File: config.mk
export PLATFORM = sky130hd
export DESIGN_NAME = dpt_top
export DESIGN_NICKNAME = d
export VERILOG_FILES = /design/src/dpt_pkg.sv /design/src/dpt_delay.sv /design/src/dpt_sync.sv /design/src/dpt_top.sv
export SDC_FILE = /design/constraint.sdc
export NUM_CORES = 1
export LEC_CHECK = 0
export BUFFER_PORTS_ARGS = -buffer_cell sky130_fd_sc_hd__buf_2
export CAP_MARGIN = 20
export CORE_MARGIN = 2
export CORE_UTILIZATION = 40
export CTS_CLUSTER_SIZE = 20
export DETAILED_ROUTE_END_ITERATION = 12
export PLACE_DENSITY_LB_ADDON = 0.1
export SYNTH_ARGS = -nofsm -noshare
export SYNTH_HDL_FRONTEND = slang
export SYNTH_SLANG_ARGS = --single-unit
File: constraint.sdc
create_clock -name mclk_i -period 2.7 [get_ports mclk_i]
set_input_delay 0.54 -clock mclk_i [delete_from_list [all_inputs] [get_ports mclk_i]]
set_output_delay 0.54 -clock mclk_i [all_outputs]
set_load 0.03 [all_outputs]
File: src/dpt_pkg.sv
// Shared constants for the drive protection trip logic
package dpt_pkg;

  // ****************************************
  // Clock and timing
  // ****************************************
  localparam int unsigned CLK_HZ = 10_000_000;
  localparam int unsigned TICK_MS = 100;
  localparam int unsigned TICK_CYC = CLK_HZ / 1000 * TICK_MS;
  localparam int unsigned FAN_LIFE_HOURS = 50_000;
  // Running ticks per 0.1 percent of the fan lifetime
  localparam int unsigned FAN_SLICE_TICKS = FAN_LIFE_HOURS * 3600 / 1000 * 1000 / TICK_MS;

  // ****************************************
  // Register offsets
  // ****************************************
  localparam logic [7:0] ADDR_CTRL = 8'h00;
  localparam logic [7:0] ADDR_RELAY1_FN = 8'h04;
  localparam logic [7:0] ADDR_RELAY2_FN = 8'h08;
  localparam logic [7:0] ADDR_UV_DELAY = 8'h0C;
  localparam logic [7:0] ADDR_TERM_FN0 = 8'h10;
  localparam logic [7:0] ADDR_FAN_THRESH = 8'h24;
  localparam logic [7:0] ADDR_FAN_USAGE = 8'h28;
  localparam logic [7:0] ADDR_STATUS = 8'h2C;
  localparam logic [7:0] ADDR_HOLD_FREQ = 8'h30;
  localparam logic [7:0] ADDR_HOLD_CUR = 8'h34;
  localparam logic [7:0] ADDR_IRQ_STAT = 8'h38;
  localparam logic [7:0] ADDR_IRQ_CLR = 8'h3C;
  localparam logic [7:0] ADDR_IRQ_EN = 8'h40;
  localparam logic [7:0] ADDR_CMD = 8'h44;

  // ****************************************
  // Fields and reset values
  // ****************************************
  localparam int unsigned NUM_TERM = 5;
  localparam int unsigned CMD_RUN_BIT = 0;
  localparam int unsigned CMD_RESET_BIT = 1;
  localparam int unsigned CMD_FAN_CLR_BIT = 2;
  localparam logic [15:0] UV_DELAY_RST = 16'h0000;
  localparam logic [15:0] UV_DELAY_MAX = 16'h0258;
  localparam logic [15:0] FAN_THRESH_RST = 16'h0384;
  localparam logic [15:0] FAN_THRESH_MAX = 16'h03E8;
  localparam logic [15:0] FAN_USAGE_MAX = 16'hFFFF;

  // ****************************************
  // Function codes
  // ****************************************
  localparam logic [7:0] FN_FAN_WARN = 8'h08;
  localparam logic [7:0] FN_LOW_VOLT = 8'h0B;
  localparam logic [7:0] FN_FAN_EXCH = 8'h25;
  localparam logic [7:0] FN_TERM_RESET = 8'h03;
  localparam logic [7:0] FN_TERM_BLOCK = 8'h05;

  // ****************************************
  // Keypad indication codes and events
  // ****************************************
  localparam logic [2:0] DISP_NONE = 3'h0;
  localparam logic [2:0] DISP_FAN_TRIP = 3'h1;
  localparam logic [2:0] DISP_HEAT_TRIP = 3'h2;
  localparam logic [2:0] DISP_LV_TRIP = 3'h3;
  localparam logic [2:0] DISP_BLOCK = 3'h4;
  localparam logic [2:0] DISP_FAN_EXCH = 3'h5;
  localparam int unsigned NUM_EVT = 6;

endpackage : dpt_pkg

File: src/dpt_delay.sv
// Tick-counting delay: done while enabled for at least the limit
`timescale 1ns/1ps
`default_nettype none
module dpt_delay (
  // Clock and reset
  input wire logic mclk_i,
  input wire logic resetn_i,
  // Control
  input wire logic en_i,
  input wire logic tick_i,
  input wire logic [15:0] limit_i,
  output logic done_o
);

  typedef struct packed {
    logic [15:0] cnt;
  } dpt_delay_s;

  dpt_delay_s st_q;
  dpt_delay_s st_d;

  // Count ticks while enabled, restart when disabled
  always_comb begin
    st_d = st_q;
    if (!en_i) begin
      st_d.cnt = '0;
    end else if (tick_i && st_q.cnt <= limit_i) begin
      st_d.cnt = st_q.cnt + 16'h0001;
    end
  end

  // State register
  always_ff @(posedge mclk_i) begin
    if (!resetn_i) begin
      st_q <= '0;
    end else begin
      st_q <= st_d;
    end
  end

  // A partial first tick is not counted, so the delay is never short
  assign done_o = en_i && (limit_i == 16'h0000 || st_q.cnt > limit_i);

endmodule : dpt_delay
`default_nettype wire

File: src/dpt_sync.sv
// Three-stage input synchroniser with agreement filter
`timescale 1ns/1ps
`default_nettype none
module dpt_sync #(
  parameter int unsigned W = 1
) (
  // Clock and reset
  input wire logic mclk_i,
  input wire logic resetn_i,
  // Data
  input wire logic [W-1:0] async_i,
  output logic [W-1:0] sync_o
);

  typedef struct packed {
    logic [W-1:0] s1;
    logic [W-1:0] s2;
    logic [W-1:0] s3;
    logic [W-1:0] out;
  } dpt_sync_s;

  dpt_sync_s st_q;
  dpt_sync_s st_d;

  // Shift chain; output follows once stages two and three agree
  always_comb begin
    st_d = st_q;
    st_d.s1 = async_i;
    st_d.s2 = st_q.s1;
    st_d.s3 = st_q.s2;
    for (int i = 0; i < W; i++) begin
      if (st_q.s2[i] == st_q.s3[i]) begin
        st_d.out[i] = st_q.s3[i];
      end
    end
  end

  // State register
  always_ff @(posedge mclk_i) begin
    if (!resetn_i) begin
      st_q <= '0;
    end else begin
      st_q <= st_d;
    end
  end

  assign sync_o = st_q.out;

endmodule : dpt_sync
`default_nettype wire

File: src/dpt_top.sv
// Drive protection and trip handling with register port
//
// Contract
// - Fan error in trip mode blocks output and shows fan trip.
// - Fan error in warning mode drives relays set to function 8; run continues.
// - Overheat blocks output even in fan warning mode.
// - Fan running time accumulates in 0.1 percent of 50000 hours, to 6553.5.
// - Usage at exchange level raises keypad warning and function 37 relays.
// - Writing the fan clear command zeroes accumulated usage.
// - DC link undervoltage stops output and leads to low voltage trip.
// - Undervoltage blocks at once; trip registers after 0 to 60 s delay.
// - Function 11 relays show undervoltage at once, without the delay.
// - Terminal with function 5 on during run blocks output, shows block.
// - Frequency and current at block onset stay readable while blocked.
// - Resume needs block input off and a fresh run command.
// - Keypad reset or function 3 terminal clears trips.
`timescale 1ns/1ps
`default_nettype none
module dpt_top
  import dpt_pkg::*;
#(
  parameter int unsigned TICK_CYCLES = TICK_CYC,
  parameter int unsigned FAN_SLICE = FAN_SLICE_TICKS
) (
  // Clock and reset
  input wire logic mclk_i,
  input wire logic resetn_i,
  // Register port
  input wire logic [7:0] addr_i,
  input wire logic [31:0] wdata_i,
  input wire logic wr_i,
  input wire logic rd_i,
  output logic [31:0] rdata_o,
  // Pins from power stage, fan and terminals
  input wire logic fan_err_i,
  input wire logic overheat_i,
  input wire logic dc_undervolt_i,
  input wire logic keypad_reset_i,
  input wire logic [NUM_TERM-1:0] term_i,
  // Running values from the control core
  input wire logic [15:0] op_freq_i,
  input wire logic [15:0] op_cur_i,
  // Outputs
  output logic gate_block_o,
  output logic relay1_o,
  output logic relay2_o,
  output logic [2:0] disp_code_o,
  output logic irq_o
);

  // ****************************************
  // State
  // ****************************************
  typedef struct packed {
    logic fan_warn_mode;
    logic [7:0] relay1_fn;
    logic [7:0] relay2_fn;
    logic [15:0] uv_delay;
    logic [NUM_TERM-1:0][7:0] term_fn;
    logic [15:0] fan_thresh;
    logic [15:0] fan_usage;
    logic [31:0] tick_cnt;
    logic [31:0] slice_cnt;
    logic run;
    logic fan_trip;
    logic heat_trip;
    logic lv_trip;
    logic blk_prev;
    logic rst_prev;
    logic [15:0] hold_freq;
    logic [15:0] hold_cur;
    logic [NUM_EVT-1:0] irq_stat;
    logic [NUM_EVT-1:0] irq_en;
    logic fan_warn_prev;
    logic exch_prev;
    logic [31:0] rdata;
    logic gate_block;
    logic relay1;
    logic relay2;
    logic [2:0] disp;
    logic irq;
  } dpt_top_s;

  dpt_top_s st_q;
  dpt_top_s st_d;

  // ****************************************
  // Pin synchronisers and delay timer
  // ****************************************
  // Pin bit order: fan, heat, undervoltage, keypad, then terminals
  logic [NUM_TERM+3:0] pins_sync;
  logic fan_err;
  logic overheat;
  logic undervolt;
  logic key_reset;
  logic [NUM_TERM-1:0] term;
  logic tick;
  logic uv_done;

  dpt_sync #(
    .W(NUM_TERM + 4)
  ) u_sync (
    .mclk_i(mclk_i),
    .resetn_i(resetn_i),
    .async_i({term_i, keypad_reset_i, dc_undervolt_i, overheat_i, fan_err_i}),
    .sync_o(pins_sync)
  );

  // Synchronised pin levels and the 0.1 s base tick
  assign fan_err = pins_sync[0];
  assign overheat = pins_sync[1];
  assign undervolt = pins_sync[2];
  assign key_reset = pins_sync[3];
  assign term = pins_sync[NUM_TERM+3:4];
  assign tick = (st_q.tick_cnt == TICK_CYCLES - 1);

  // Decision delay counted in 0.1 s ticks while undervoltage lasts
  dpt_delay u_uv_delay (
    .mclk_i(mclk_i),
    .resetn_i(resetn_i),
    .en_i(undervolt),
    .tick_i(tick),
    .limit_i(st_q.uv_delay),
    .done_o(uv_done)
  );

  // ****************************************
  // Next-state logic
  // ****************************************
  // Decoded conditions of the current cycle
  logic blk_in;
  logic rst_in;
  logic rst_req;
  logic any_trip;
  logic fan_warn;
  logic exch_warn;
  logic blocked;
  logic [NUM_EVT-1:0] evt;
  logic [NUM_EVT-1:0] clr;

  // Function decode of the input terminals
  always_comb begin
    blk_in = 1'b0;
    rst_in = 1'b0;
    for (int i = 0; i < NUM_TERM; i++) begin
      if (term[i] && st_q.term_fn[i] == FN_TERM_BLOCK) begin
        blk_in = 1'b1;
      end
      if (term[i] && st_q.term_fn[i] == FN_TERM_RESET) begin
        rst_in = 1'b1;
      end
    end
  end

  // Conditions feeding trips and relays
  always_comb begin
    // Keypad and terminal reset act on a rising edge only; a held key does not keep clearing
    rst_req = (key_reset && !st_q.rst_prev) || (rst_in && !st_q.rst_prev);
    if (wr_i && addr_i == ADDR_CMD && wdata_i[CMD_RESET_BIT]) begin
      rst_req = 1'b1;
    end
    any_trip = st_q.fan_trip || st_q.heat_trip || st_q.lv_trip;
    fan_warn = fan_err && st_q.fan_warn_mode;
    exch_warn = (st_q.fan_usage >= st_q.fan_thresh);
    blocked = any_trip || blk_in || undervolt;
  end

  always_comb begin
    st_d = st_q;
    evt = '0;
    clr = '0;
    st_d.rdata = '0;
    st_d.rst_prev = key_reset || rst_in;
    st_d.blk_prev = blk_in;
    st_d.fan_warn_prev = fan_warn;
    st_d.exch_prev = exch_warn;

    // Base tick divider
    if (tick) begin
      st_d.tick_cnt = '0;
    end else begin
      st_d.tick_cnt = st_q.tick_cnt + 32'h0000_0001;
    end

    // Register writes
    if (wr_i) begin
      if (addr_i == ADDR_CTRL) begin
        st_d.fan_warn_mode = wdata_i[0];
      end else if (addr_i == ADDR_RELAY1_FN) begin
        st_d.relay1_fn = wdata_i[7:0];
      end else if (addr_i == ADDR_RELAY2_FN) begin
        st_d.relay2_fn = wdata_i[7:0];
      end else if (addr_i == ADDR_UV_DELAY) begin
        st_d.uv_delay = (wdata_i[15:0] > UV_DELAY_MAX) ? UV_DELAY_MAX : wdata_i[15:0];
      end else if (addr_i >= ADDR_TERM_FN0 && addr_i < ADDR_FAN_THRESH) begin
        st_d.term_fn[3'((addr_i - ADDR_TERM_FN0) >> 2)] = wdata_i[7:0];
      end else if (addr_i == ADDR_FAN_THRESH) begin
        st_d.fan_thresh = (wdata_i[15:0] > FAN_THRESH_MAX) ? FAN_THRESH_MAX : wdata_i[15:0];
      end else if (addr_i == ADDR_IRQ_CLR) begin
        clr = wdata_i[NUM_EVT-1:0];
      end else if (addr_i == ADDR_IRQ_EN) begin
        st_d.irq_en = wdata_i[NUM_EVT-1:0];
      end else if (addr_i == ADDR_CMD) begin
        if (wdata_i[CMD_RUN_BIT] && !blocked) begin
          st_d.run = 1'b1;
        end
      end
    end

    // Fan usage accumulator, counts while the fan runs
    if (wr_i && addr_i == ADDR_CMD && wdata_i[CMD_FAN_CLR_BIT]) begin
      st_d.fan_usage = '0;
      st_d.slice_cnt = '0;
    end else if (tick && st_q.run && !blocked) begin
      if (st_q.slice_cnt == FAN_SLICE - 1) begin
        st_d.slice_cnt = '0;
        if (st_q.fan_usage != FAN_USAGE_MAX) begin
          st_d.fan_usage = st_q.fan_usage + 16'h0001;
        end
      end else begin
        st_d.slice_cnt = st_q.slice_cnt + 32'h0000_0001;
      end
    end

    // Trip latches; reset first, a live cause sets again
    if (rst_req) begin
      st_d.fan_trip = 1'b0;
      st_d.heat_trip = 1'b0;
      st_d.lv_trip = 1'b0;
    end
    if (fan_err && !st_q.fan_warn_mode) begin
      st_d.fan_trip = 1'b1;
      evt[0] = !st_q.fan_trip;
    end
    if (overheat) begin
      st_d.heat_trip = 1'b1;
      evt[1] = !st_q.heat_trip;
    end
    if (uv_done) begin
      st_d.lv_trip = 1'b1;
      evt[2] = !st_q.lv_trip;
    end

    // Output block input: capture running values at onset
    if (blk_in && !st_q.blk_prev && st_q.run) begin
      st_d.hold_freq = op_freq_i;
      st_d.hold_cur = op_cur_i;
      evt[3] = 1'b1;
    end
    evt[4] = fan_warn && !st_q.fan_warn_prev;
    evt[5] = exch_warn && !st_q.exch_prev;

    // Any block drops the run state; a new run command is needed
    if (blocked) begin
      st_d.run = 1'b0;
    end

    // Sticky status, set wins over clear
    st_d.irq_stat = (st_q.irq_stat & ~clr) | evt;

    // Register reads, answered in the next cycle
    if (rd_i) begin
      if (addr_i == ADDR_CTRL) begin
        st_d.rdata = {31'h0, st_q.fan_warn_mode};
      end else if (addr_i == ADDR_RELAY1_FN) begin
        st_d.rdata = {24'h0, st_q.relay1_fn};
      end else if (addr_i == ADDR_RELAY2_FN) begin
        st_d.rdata = {24'h0, st_q.relay2_fn};
      end else if (addr_i == ADDR_UV_DELAY) begin
        st_d.rdata = {16'h0, st_q.uv_delay};
      end else if (addr_i >= ADDR_TERM_FN0 && addr_i < ADDR_FAN_THRESH) begin
        st_d.rdata = {24'h0, st_q.term_fn[3'((addr_i - ADDR_TERM_FN0) >> 2)]};
      end else if (addr_i == ADDR_FAN_THRESH) begin
        st_d.rdata = {16'h0, st_q.fan_thresh};
      end else if (addr_i == ADDR_FAN_USAGE) begin
        st_d.rdata = {16'h0, st_q.fan_usage};
      end else if (addr_i == ADDR_STATUS) begin
        st_d.rdata = {22'h0, exch_warn, fan_warn, undervolt, blk_in,
                      st_q.lv_trip, st_q.heat_trip, st_q.fan_trip, st_q.gate_block,
                      st_q.run, 1'b0};
      end else if (addr_i == ADDR_HOLD_FREQ) begin
        st_d.rdata = {16'h0, st_q.hold_freq};
      end else if (addr_i == ADDR_HOLD_CUR) begin
        st_d.rdata = {16'h0, st_q.hold_cur};
      end else if (addr_i == ADDR_IRQ_STAT) begin
        st_d.rdata = {{(32 - NUM_EVT){1'b0}}, st_q.irq_stat};
      end else if (addr_i == ADDR_IRQ_EN) begin
        st_d.rdata = {{(32 - NUM_EVT){1'b0}}, st_q.irq_en};
      end
    end

    // Registered outputs
    st_d.gate_block = !st_d.run || blocked;
    st_d.relay1 = (st_q.relay1_fn == FN_FAN_WARN && fan_warn)
               || (st_q.relay1_fn == FN_LOW_VOLT && undervolt)
               || (st_q.relay1_fn == FN_FAN_EXCH && exch_warn);
    st_d.relay2 = (st_q.relay2_fn == FN_FAN_WARN && fan_warn)
               || (st_q.relay2_fn == FN_LOW_VOLT && undervolt)
               || (st_q.relay2_fn == FN_FAN_EXCH && exch_warn);
    // Keypad indication, fan trip first, exchange warning last
    if (st_d.fan_trip) begin
      st_d.disp = DISP_FAN_TRIP;
    end else if (st_d.heat_trip) begin
      st_d.disp = DISP_HEAT_TRIP;
    end else if (st_d.lv_trip) begin
      st_d.disp = DISP_LV_TRIP;
    end else if (blk_in) begin
      st_d.disp = DISP_BLOCK;
    end else if (exch_warn) begin
      st_d.disp = DISP_FAN_EXCH;
    end else begin
      st_d.disp = DISP_NONE;
    end
    // Level interrupt from enabled sticky bits
    st_d.irq = |(st_d.irq_stat & st_d.irq_en);
  end

  // ****************************************
  // State register
  // ****************************************
  always_ff @(posedge mclk_i) begin
    if (!resetn_i) begin
      st_q <= '0;
      st_q.uv_delay <= UV_DELAY_RST;
      st_q.fan_thresh <= FAN_THRESH_RST;
      st_q.gate_block <= 1'b1;
    end else begin
      st_q <= st_d;
    end
  end

  // Outputs straight from flip-flops
  assign rdata_o = st_q.rdata;
  assign gate_block_o = st_q.gate_block;
  assign relay1_o = st_q.relay1;
  assign relay2_o = st_q.relay2;
  assign disp_code_o = st_q.disp;
  assign irq_o = st_q.irq;

endmodule : dpt_top
`default_nettype wire

==> summary.log, run 1 <==
INFO  status         run_status=finished clean
INFO  layout         instances_no_fill=2201
INFO  synthesis      dominantRegCellSynth=sky130_fd_sc_hd__dfxtp_1
INFO  synthesis      synth_enable_flop_cells=0
INFO  sta            tns=0ns
INFO  synthesis      postSynth.asyncResetShare=0%
INFO  synthesis      dominant_cells_by_area_after_synthesis=sky130_fd_sc_hd__dfxtp_1, sky130_fd_sc_hd__a21oi_1, sky130_fd_sc_hd__nor2_1
INFO  clock_tree     tritoncts=yes
INFO  die            fp-row-count=68
INFO  setup_path     cp_data_required_time=3.15ns
INFO  clock_tree     clk_pin_slew=0.06ns
INFO  clock_tree     clockBufferDepth=3
INFO  synthesis      yosys.area.top_type=sky130_fd_sc_hd__dfxtp_1
INFO  drt            routed_wire_length_per_instance=18.2µm
INFO  global_routing initial_antenna_violation_count=5
INFO  placed_design  dp.final_hpwl=29.2mm
INFO  sta            period_needed=2.54ns
INFO  drt            route.vias.total=12100
INFO  die            die_boundary_width=190µm
INFO  synthesis      yosys_warnings=0
INFO  die            area_of_the_core=34300µm²
INFO  clock_tree     clock_tree.htree_level_count=2
INFO  sta            slew_headroom=61.8%
INFO  setup_path     critical_path.slowest_cell=sky130_fd_sc_hd__o41a_1
INFO  synthesis      synth_seq_cells=296
INFO  pwr            power-per-cell-area=580nW/µm²
INFO  synthesis      mappedNetlistArea=13800µm²
INFO  drt            final_antenna_net_count=0
INFO  setup_path     worstSetupPathType=reg -> reg
INFO  global_routing grt_pass1_vias=11400
INFO  layout         design.final.nets=1840
INFO  drt            route.detailed.vias_per_inst=5.52
INFO  flow_run       max_cap_viol_count=0
INFO  setup_path     cp_data_arrival_time=3.00ns
INFO  clock_tree     cts.hold.buffers_added=0
INFO  placed_design  placement.cell_area=15000µm²
INFO  setup_path     max_stage_delay=0.46ns
INFO  global_routing track_usage=21.9%
INFO  sta            max_freq=393MHz
INFO  synthesis      synth_cells=1612
INFO  clock_tree     cts_inserted_buffers=35
INFO  pwr            fin_total_pwr=9370µW
INFO  pwr            vdd_drop_max=487µV
INFO  die            floorplan.initialDensity=40.4%
INFO  clock_tree     cts_num_sinks=296
INFO  setup_path     worstPathCellList=inv_1, ha_1, nand4_1, a2111o_1, and3b_2, o41a_1, nor3_1, a211o_1
INFO  drt            post-route-drc-count=0
INFO  sta            unrepaired_setup_endpoints_after_global_routing=yes
INFO  min_path       hold_path.class=in -> reg
INFO  placed_design  placed_cells=2134
INFO  setup_path     type_of_destination_of_the_critical_path=register
INFO  sta            timing.clock.skew=0.0148ns
INFO  die            io_pins=124
INFO  synthesis      synth_area_per_cell=8.58µm²
INFO  setup_path     setup.worst_path.start_class=register
INFO  synthesis      synth.lib_cells_used.distinct=76
INFO  global_routing global_route_wire_length_before_repair=62.6mm
INFO  sta            hold_ws=0.224ns
INFO  sta            final-setup-viol-count=0
INFO  setup_path     path_max_fanout=4
INFO  die            chipHeight=190µm
INFO  placed_design  io_buffers=91
INFO  sta            final-max-slew-violation-count=0
INFO  sta            worst-slew-pin-transition=0.572ns
INFO  drt            detailedRoute.firstIterationViolations=834
INFO  die            die-area=36100µm²
INFO  placed_design  routabilityCongestion=0.872
INFO  clock_tree     clkLatencyLatePin=0.52ns
INFO  drt            finalWirelength=40.2mm
INFO  global_routing globalRouteOverflowTotal=0
INFO  clock_tree     cts_root_buf=sky130_fd_sc_hd__clkbuf_16
INFO  pwr            power.leakage=0.00608µW
INFO  sta            hold_viol=0
INFO  synthesis      synth_most_common_cell=sky130_fd_sc_hd__dfxtp_1
INFO  synthesis      netlist_top_cells_count=sky130_fd_sc_hd__dfxtp_1, sky130_fd_sc_hd__nor2_1, sky130_fd_sc_hd__nand2_1, sky130_fd_sc_hd__a21oi_1, sky130_fd_sc_hd__o21ai_0
INFO  global_routing grt_start_max_net_pins=44
INFO  drt            detailedRoute.firstPassIterationCount=6
INFO  layout         drive_gt1_share=15.6%
INFO  layout         synthToLayoutAreaGrowth=16.7%
INFO  sta            post-route-period-util=94.2%
INFO  synthesis      synth_top_cell_area_share=42.8%
INFO  synthesis      sequential_element_share_of_the_synthesized_area=42.8%
INFO  layout         final_design_area_no_fill=16200µm²
-- state kept, by name, summed over array words and instances (netlist names) --
signal	count
disp_code_o	3
u_uv_delay.st_q	16
rdata_o	16
u_sync.st_d	18
u_sync.sync_o	9
u_sync.st_q	9
relay2_o	1
gate_block_o	1
relay1_o	1
st_q	221
irq_o	1
-- final cells by class --
type | count | area, µm²
Fill cell | 3398 | 18100
Multi-Input combinational cell | 1157 | 7180
Sequential cell | 296 | 5930
Timing Repair Buffer | 173 | 1120
Clock buffer | 48 | 1010
Tap cell | 455 | 569
Inverter | 56 | 213
Clock inverter | 14 | 116
Antenna cell | 2 | 5.00
-- worst max-delay path, delay by kind of cell (launching register included) --
kind / cells / cell delay, ns
AO/OA/AOI/OAI: 3 / 0.99
adder cells (fa/ha/maj): 1 / 0.32
buffers and inverters: 1 / 0.08
flip-flops: 1 / 0.44
AND/OR/NAND/NOR: 3 / 0.65
-- kinds of logic (layout without fill, tap and decap cells) --
kind of cell,after synthesis,in the layout,synth area share [%]
AND/OR/NAND/NOR,660,660,24.6
AO/OA/AOI/OAI,335,335,15.2
buffers and inverters,174,291,5.98
multiplexers,53,53,4.56
other,1,18,0.0271
XOR/XNOR,57,57,3.61
adder cells (fa/ha/maj),36,36,3.26
flip-flops,296,296,42.8
-- through the flow --
step	setup WS, ns	util (%)
2_1_floorplan	0.285	-
3_3_place_gp	0.132	43.6
3_5_place_dp	0.0826	43.6
4_1_cts	0.0634	46.9
5_1_grt	-0.0175	47.1
6_report	0.157	47.1
-- path summary, 6_finish.rpt --
path / start / to / slack, ns / cells after the start
max: st_q[234] / irq_o / 0.16 / 8
min: overheat_i / u_sync.st_d[19] / 0.22 / 2
max reg2reg: st_q[234] / irq_o / 0.16 / 8
min reg2reg: u_sync.st_d[21] / u_sync.st_d[12] / 0.43 / 1
-- cell usage in the layout (no fill, tap or decap), types with 16 or more instances in the layout --
master	n
sky130_fd_sc_hd__xor2_1	35
sky130_fd_sc_hd__or3_1	25
sky130_fd_sc_hd__clkbuf_16	35
sky130_fd_sc_hd__nor3_1	27
sky130_fd_sc_hd__and3_1	24
sky130_fd_sc_hd__nand4_1	36
sky130_fd_sc_hd__nand3_1	52
sky130_fd_sc_hd__and2_1	42
sky130_fd_sc_hd__a22oi_1	29
sky130_fd_sc_hd__mux2i_1	45
sky130_fd_sc_hd__nor2_1	176
sky130_fd_sc_hd__buf_2	91
sky130_fd_sc_hd__nand2_1	174
sky130_fd_sc_hd__buf_4	77
sky130_fd_sc_hd__dfxtp_1	296
sky130_fd_sc_hd__a21oi_1	136
sky130_fd_sc_hd__ha_1	36
sky130_fd_sc_hd__inv_1	55
sky130_fd_sc_hd__o21ai_0	67
sky130_fd_sc_hd__conb_1	16
sky130_fd_sc_hd__xnor2_1	22
sky130_fd_sc_hd__nor4_1	21
-- repair_timing --
item | in CTS | in global routing
buffers inserted | 0 | 3
setup endpoints to repair | 0 | 17
gates resized for setup | 0 | 8
-- routing by layer --
layer  global-route usage [%]  routed length (µm)  vias up
li1                         -                   -     5932
met1                     30.2               18700     5778
met2                     35.0               17900      346
met3                     3.49                2380       81
met4                     7.33                1160        4
met5                        0                  26        -
-- power breakdown --
group / internal, µW / total, µW / switching [µW]
Sequential: 4390 / 4400 / 11.4
Combinational: 110 / 357 / 247
Clock: 2740 / 4610 / 1870
Note: power is estimated with default switching activity, not from simulation.
==> inputs of run 2 (changes only) <==
--- a/config.mk
+++ b/config.mk
@@ -11,6 +11,7 @@
 export CORE_UTILIZATION = 40
 export CTS_CLUSTER_SIZE = 20
 export DETAILED_ROUTE_END_ITERATION = 12
+export GPL_TIMING_DRIVEN = 0
 export PLACE_DENSITY_LB_ADDON = 0.1
 export SYNTH_ARGS = -nofsm -noshare
 export SYNTH_HDL_FRONTEND = slang
==> summary.log, run 2 (synthesis results as in run 1) <==
INFO  setup_path     timing.reg2reg.setup_slack=0.10ns
INFO  die            area_of_the_core=34300µm²
INFO  sta            period_needed=2.62ns
INFO  clock_tree     cts_inserted_buffers=34
INFO  placed_design  routabilityCongestion=0.929
INFO  sta            unrepaired_setup_endpoints_after_global_routing=yes
INFO  setup_path     rr_startpoint=st_q[240]
INFO  pwr            switching_share=22.7%
INFO  clock_tree     clockBufferDepth=3
INFO  placed_design  placement.cell_area=14900µm²
INFO  layout         n_antenna_cell=0
INFO  setup_path     setup.worst_path.start_class=input port
INFO  sta            timing.clock.skew=0.0201ns
INFO  layout         instances_no_fill=2230
INFO  die            io_pins=124
INFO  placed_design  io_buffers=87
INFO  setup_path     r2r_cells=9
INFO  sta            worst-slew-pin-transition=1.14ns
INFO  global_routing grt_start_max_net_pins=14
INFO  layout         register_containing_the_most_flip_flops_in_the_final_layout=st_q
INFO  drt            routed_wire_length_per_instance=19.1µm
INFO  global_routing global_route_wire_length_before_repair=66.5mm
INFO  placed_design  dp.final_hpwl=32.0mm
INFO  sta            final-max-slew-violation-count=0
INFO  drt            post-route-drc-count=0
INFO  clock_tree     cts_root_buf=sky130_fd_sc_hd__clkbuf_16
INFO  clock_tree     cts_num_sinks=296
INFO  min_path       min_delay_path_depth=2
INFO  pwr            power.share.combinational=4.1%
INFO  layout         final_design_area_no_fill=16300µm²
INFO  clock_tree     clock_tree.htree_level_count=2
INFO  die            chipHeight=190µm
INFO  drt            final_antenna_net_count=0
INFO  pwr            internal-power=7290µW
INFO  setup_path     regToRegEndpoint=irq_o
INFO  die            floorplan.initialDensity=40.4%
INFO  pwr            clkPwrFrac=49.2%
INFO  sta            hold_viol=0
INFO  layout         layout_common_cells=sky130_fd_sc_hd__dfxtp_1, sky130_fd_sc_hd__nor2_1, sky130_fd_sc_hd__nand2_1, sky130_fd_sc_hd__a21oi_1, sky130_fd_sc_hd__buf_2
INFO  clock_tree     clkLatencyLatePin=0.53ns
INFO  drt            detailedRoute.firstIterationViolations=1059
INFO  sta            post-route-period-util=96.9%
INFO  die            die_boundary_width=190µm
INFO  min_path       hold_path.startpoint=term_i[3]
INFO  global_routing grt_pass1_vias=11700
INFO  global_routing initial_antenna_violation_count=0
INFO  flow_run       max_cap_viol_count=0
INFO  pwr            power-per-cell-area=580nW/µm²
INFO  placed_design  placed_cells=2169
INFO  sta            slew_headroom=22.8%
INFO  setup_path     cp_data_arrival_time=3.00ns
INFO  clock_tree     clk_pin_slew=0.06ns
INFO  die            die-area=36100µm²
INFO  setup_path     cp_data_required_time=3.09ns
INFO  pwr            vdd_drop_max=459µV
INFO  min_path       hold_path.class=in -> reg
INFO  pwr            sequentialPowerShare=46.7%
INFO  setup_path     critPathLaunch=addr_i[2]
INFO  clock_tree     tritoncts=yes
INFO  setup_path     type_of_destination_of_the_critical_path=register
INFO  setup_path     worstSetupPathType=in -> reg
INFO  setup_path     path_max_fanout=10
INFO  layout         design.final.nets=1873
INFO  drt            route.vias.total=12300
INFO  global_routing track_usage=23.6%
INFO  pwr            power.leakage=0.00611µW
INFO  sta            max_freq=382MHz
INFO  sta            final-setup-viol-count=0
INFO  drt            finalWirelength=42.7mm
INFO  layout         final_common_cell=sky130_fd_sc_hd__dfxtp_1
INFO  layout         drive_gt1_share=15.5%
INFO  status         run_status=finished clean
INFO  drt            met2WireLength=19.0mm
INFO  drt            routedLengthMet1=19.7mm
INFO  layout         fillerInstances=3452
INFO  layout         synthToLayoutAreaGrowth=17.6%
INFO  global_routing globalRouteOverflowTotal=0
INFO  drt            route.detailed.vias_per_inst=5.53
INFO  drt            detailroute.wirelength.met3=2.76mm
INFO  layout         largest_register_ff_count=221
INFO  pwr            p_switching=2150µW
INFO  drt            route.top_layer_used=met4
INFO  die            fp-row-count=68
INFO  min_path       hold_path_end=u_sync.st_d[25]
INFO  clock_tree     cts.hold.buffers_added=0
INFO  drt            detailedRoute.firstPassIterationCount=8
## run 2: area by class of cell
| type | count | area [µm²] | share of cell area, % |
|---|---|---|---|
| multi-input combinational | 1157 | 7320 | 45.0 |
| sequential | 296 | 5940 | 36.5 |
| clock buffer | 44 | 948 | 5.83 |
| buffer | 115 | 636 | 3.91 |
| tap | 455 | 569 | 3.50 |
| timing repair buffer | 92 | 473 | 2.91 |
| inverter | 56 | 210 | 1.29 |
| clock inverter | 15 | 175 | 1.08 |
## run 2: how the worst max path moves through the flow
stage,to,slack [ns],cells after the start
after floorplan,irq_o,0.28,8
after global placement,st_q[142],-0.57,7
after detailed placement,st_q[140],-0.58,7
after CTS,st_q[140],-0.12,7
after global routing,u_uv_delay.st_q[1],-0.02,8
final,rdata_o[6],0.08,6
## run 2: stage by stage
stage                     total power, µW  hold slack (ns)  setup TNS, ns  setup slack [ns]  utilization, %
after floorplan                      4710            0.412              0             0.285               -
after global placement               4880            0.415         -39.19            -0.567            43.4
after detailed placement             4880            0.419         -40.73            -0.585            43.4
after CTS                            9530            0.206          -2.08            -0.117            47.0
after global routing                 9740            0.208        -0.0423           -0.0157            47.4
final                                9430            0.218              0            0.0847            47.4
## run 2: critical path, stage by stage
cell	delay, ns
sky130_fd_sc_hd__buf_2	0.24
sky130_fd_sc_hd__nor4b_1	0.95
sky130_fd_sc_hd__nand2_1	0.45
sky130_fd_sc_hd__nand3_1	0.52
sky130_fd_sc_hd__a211o_1	0.17
sky130_fd_sc_hd__o22ai_1	0.11
## run 2: power by group through the flow
stage / sequential, µW / combinational [µW] / clock, µW
finish: 4400 / 389 / 4640
global route: 4400 / 417 / 4920
CTS: 4400 / 384 / 4740
detailed placement: 4500 / 382 / 0
global placement: 4500 / 381 / 0
floorplan: 4500 / 216 / 0
## run 2: repair_timing
item,CTS,global route
gates resized for setup,18,42
setup buffers,2,3
pin swaps,2,8
endpoints found under the hold margin,0,0
endpoints found under the setup margin,125,110
## run 2: per-layer routing
layer | up-vias | GRT usage, %
li1 | 5988 | -
met2 | 405 | 37.7
met5 | - | 0
met1 | 5876 | 33.3
met4 | 0 | 6.98
met3 | 72 | 3.25
==> inputs of run 3 (changes only) <==
--- a/config.mk
+++ b/config.mk
@@ -7,6 +7,7 @@
 export LEC_CHECK = 0
 export BUFFER_PORTS_ARGS = -buffer_cell sky130_fd_sc_hd__buf_2
 export CAP_MARGIN = 20
+export CORE_ASPECT_RATIO = 0.9
 export CORE_MARGIN = 2
 export CORE_UTILIZATION = 40
 export CTS_CLUSTER_SIZE = 20
==> summary.log, run 3 (synthesis results as in run 1) <==
INFO  drt            finalWirelength=42.9mm
INFO  setup_path     path_max_fanout=4
INFO  drt            route.vias.total=12500
INFO  clock_tree     cts_inserted_buffers=34
INFO  global_routing global_route_wire_length_before_repair=66.0mm
INFO  clock_tree     tritoncts=yes
INFO  pwr            power.leakage=0.00604µW
INFO  sta            slew_headroom=37.2%
INFO  die            die_boundary_width=200µm
INFO  pwr            fin_total_pwr=9250µW
INFO  setup_path     type_of_destination_of_the_critical_path=register
INFO  setup_path     critical_path.slowest_cell=sky130_fd_sc_hd__nor4_2
INFO  drt            detailedRoute.firstPassIterationCount=6
INFO  sta            period_needed=2.65ns
INFO  clock_tree     cts_root_buf=sky130_fd_sc_hd__clkbuf_16
INFO  setup_path     critPathLaunch=st_q[242]
INFO  clock_tree     clk_pin_slew=0.06ns
INFO  pwr            vdd_drop_max=382µV
INFO  die            chipHeight=180µm
INFO  clock_tree     clockBufferDepth=3
INFO  clock_tree     clkLatencyLatePin=0.52ns
INFO  sta            hold_viol=0
INFO  setup_path     worstPathCellList=inv_1, ha_1, nand4_1, nor4_2, nor2b_1, nor2_1, a32oi_1, nand3_1, nor3_1
INFO  clock_tree     cts_num_sinks=296
INFO  placed_design  io_buffers=87
INFO  layout         final_common_cell=sky130_fd_sc_hd__dfxtp_1
INFO  layout         postLayoutCoreUtil=47.4%
INFO  sta            tns=0ns
INFO  sta            final-max-slew-violation-count=0
INFO  layout         register_containing_the_most_flip_flops_in_the_final_layout=st_q
INFO  drt            route.detailed.vias_per_inst=5.58
INFO  die            floorplan.initialDensity=40.7%
INFO  sta            timing.clock.skew=0.0178ns
INFO  placed_design  dp_worst_setup_slack=-0.555ns
INFO  placed_design  dp.final_hpwl=31.9mm
INFO  drt            routed_wire_length_per_instance=19.2µm
INFO  die            fp-row-count=64
INFO  sta            hold_ws=0.221ns
INFO  setup_path     setup.worst_path.start_class=register
INFO  layout         synthToLayoutAreaGrowth=16.6%
INFO  setup_path     worstSetupPathType=reg -> reg
INFO  setup_path     cp_data_required_time=3.09ns
INFO  min_path       hold_path.startpoint=dc_undervolt_i
INFO  layout         multi_input_area=7260µm²
INFO  sta            worst_slack=0.0460ns
INFO  setup_path     max_stage_delay=0.49ns
INFO  setup_path     cp_data_arrival_time=3.04ns
INFO  setup_path     rr_startpoint=st_q[242]
INFO  die            area_of_the_core=34000µm²
INFO  sta            unrepaired_setup_endpoints_after_global_routing=yes
INFO  clock_tree     clock_tree.htree_level_count=2
INFO  layout         ff_latch_area=5940µm²
INFO  global_routing initial_antenna_violation_count=0
INFO  layout         largest_register_ff_count=221
INFO  sta            post-route-period-util=98.3%
INFO  layout         fillerInstances=3390
INFO  global_routing track_usage=23.7%
INFO  global_routing grt_start_max_net_pins=14
INFO  drt            post-route-drc-count=0
INFO  flow_run       max_cap_viol_count=0
INFO  layout         design.final.nets=1870
INFO  min_path       hold_path.class=in -> reg
INFO  die            io_pins=124
INFO  die            die-area=36100µm²
INFO  sta            final-setup-viol-count=0
INFO  pwr            power-per-cell-area=573nW/µm²
INFO  drt            detailedRoute.firstIterationViolations=1047
INFO  layout         drive_gt1_share=14.7%
INFO  sta            worst-slew-pin-transition=0.943ns
INFO  sta            max_freq=377MHz
INFO  status         run_status=finished clean
INFO  layout         n_antenna_cell=0
INFO  placed_design  routabilityCongestion=0.951
INFO  layout         layout_common_cells=sky130_fd_sc_hd__dfxtp_1, sky130_fd_sc_hd__nor2_1, sky130_fd_sc_hd__nand2_1, sky130_fd_sc_hd__a21oi_1, sky130_fd_sc_hd__buf_2
INFO  global_routing globalRouteOverflowTotal=0
INFO  drt            final_antenna_net_count=0
INFO  global_routing grt_pass1_vias=11500
run 3: cell type report:
class	count	share of cell area, %
clock inverter	12	0.605
buffer	115	3.89
multi-input combinational	1157	45.0
clock buffer	49	6.00
inverter	56	1.30
sequential	296	36.8
timing repair buffer	89	2.79
tap	462	3.58
run 3: power by group:
part	leakage (µW)	switching, µW	total (µW)	internal (µW)
Clock	0.000522	1850	4460	2600
Combinational	0.00312	274	390	116
Sequential	0.00239	11.4	4400	4390
run 3: per-layer routing:
metal	GRT usage (%)	part of all wire [%]	routed length, µm	vias up
met3	3.33	6.9	2940	65
met2	35.6	44	18900	474
met5	0	0	0	-
li1	-	-	-	5986
met1	34.7	47	20000	5953
met4	7.50	2.7	1150	0
run 3: worst paths after layout:
path	to	slack [ns]	cells past startpoint
setup / recovery	disp_code_o[2]	0.05	9
hold / removal	u_sync.st_d[20]	0.22	2
setup reg to reg	disp_code_o[2]	0.05	9
hold reg to reg	u_sync.st_d[14]	0.44	1
run 3: worst max-delay path, delay by kind of cell, from the launching register on:
family                     cells  cell delay [ns]
adders and majority gates      1             0.32
AOI/OAI and AO/OA              1             0.24
DFF                            1             0.37
buffers and inverters          1             0.08
and+or+nand+nor                6             1.52
run 3: timing repair:
action,CTS,global route
hold buffers,0,0
endpoints found under the setup margin,84,111
pin swaps,0,7
setup buffers,0,2
resized for setup,16,30
run 3: metrics by stage:
step	instances	cell area, µm²
floorplan	1627	13900
global placement	2176	14900
detailed placement	2176	14900
CTS	2236	16000
global route	2236	16100
finish	2236	16100
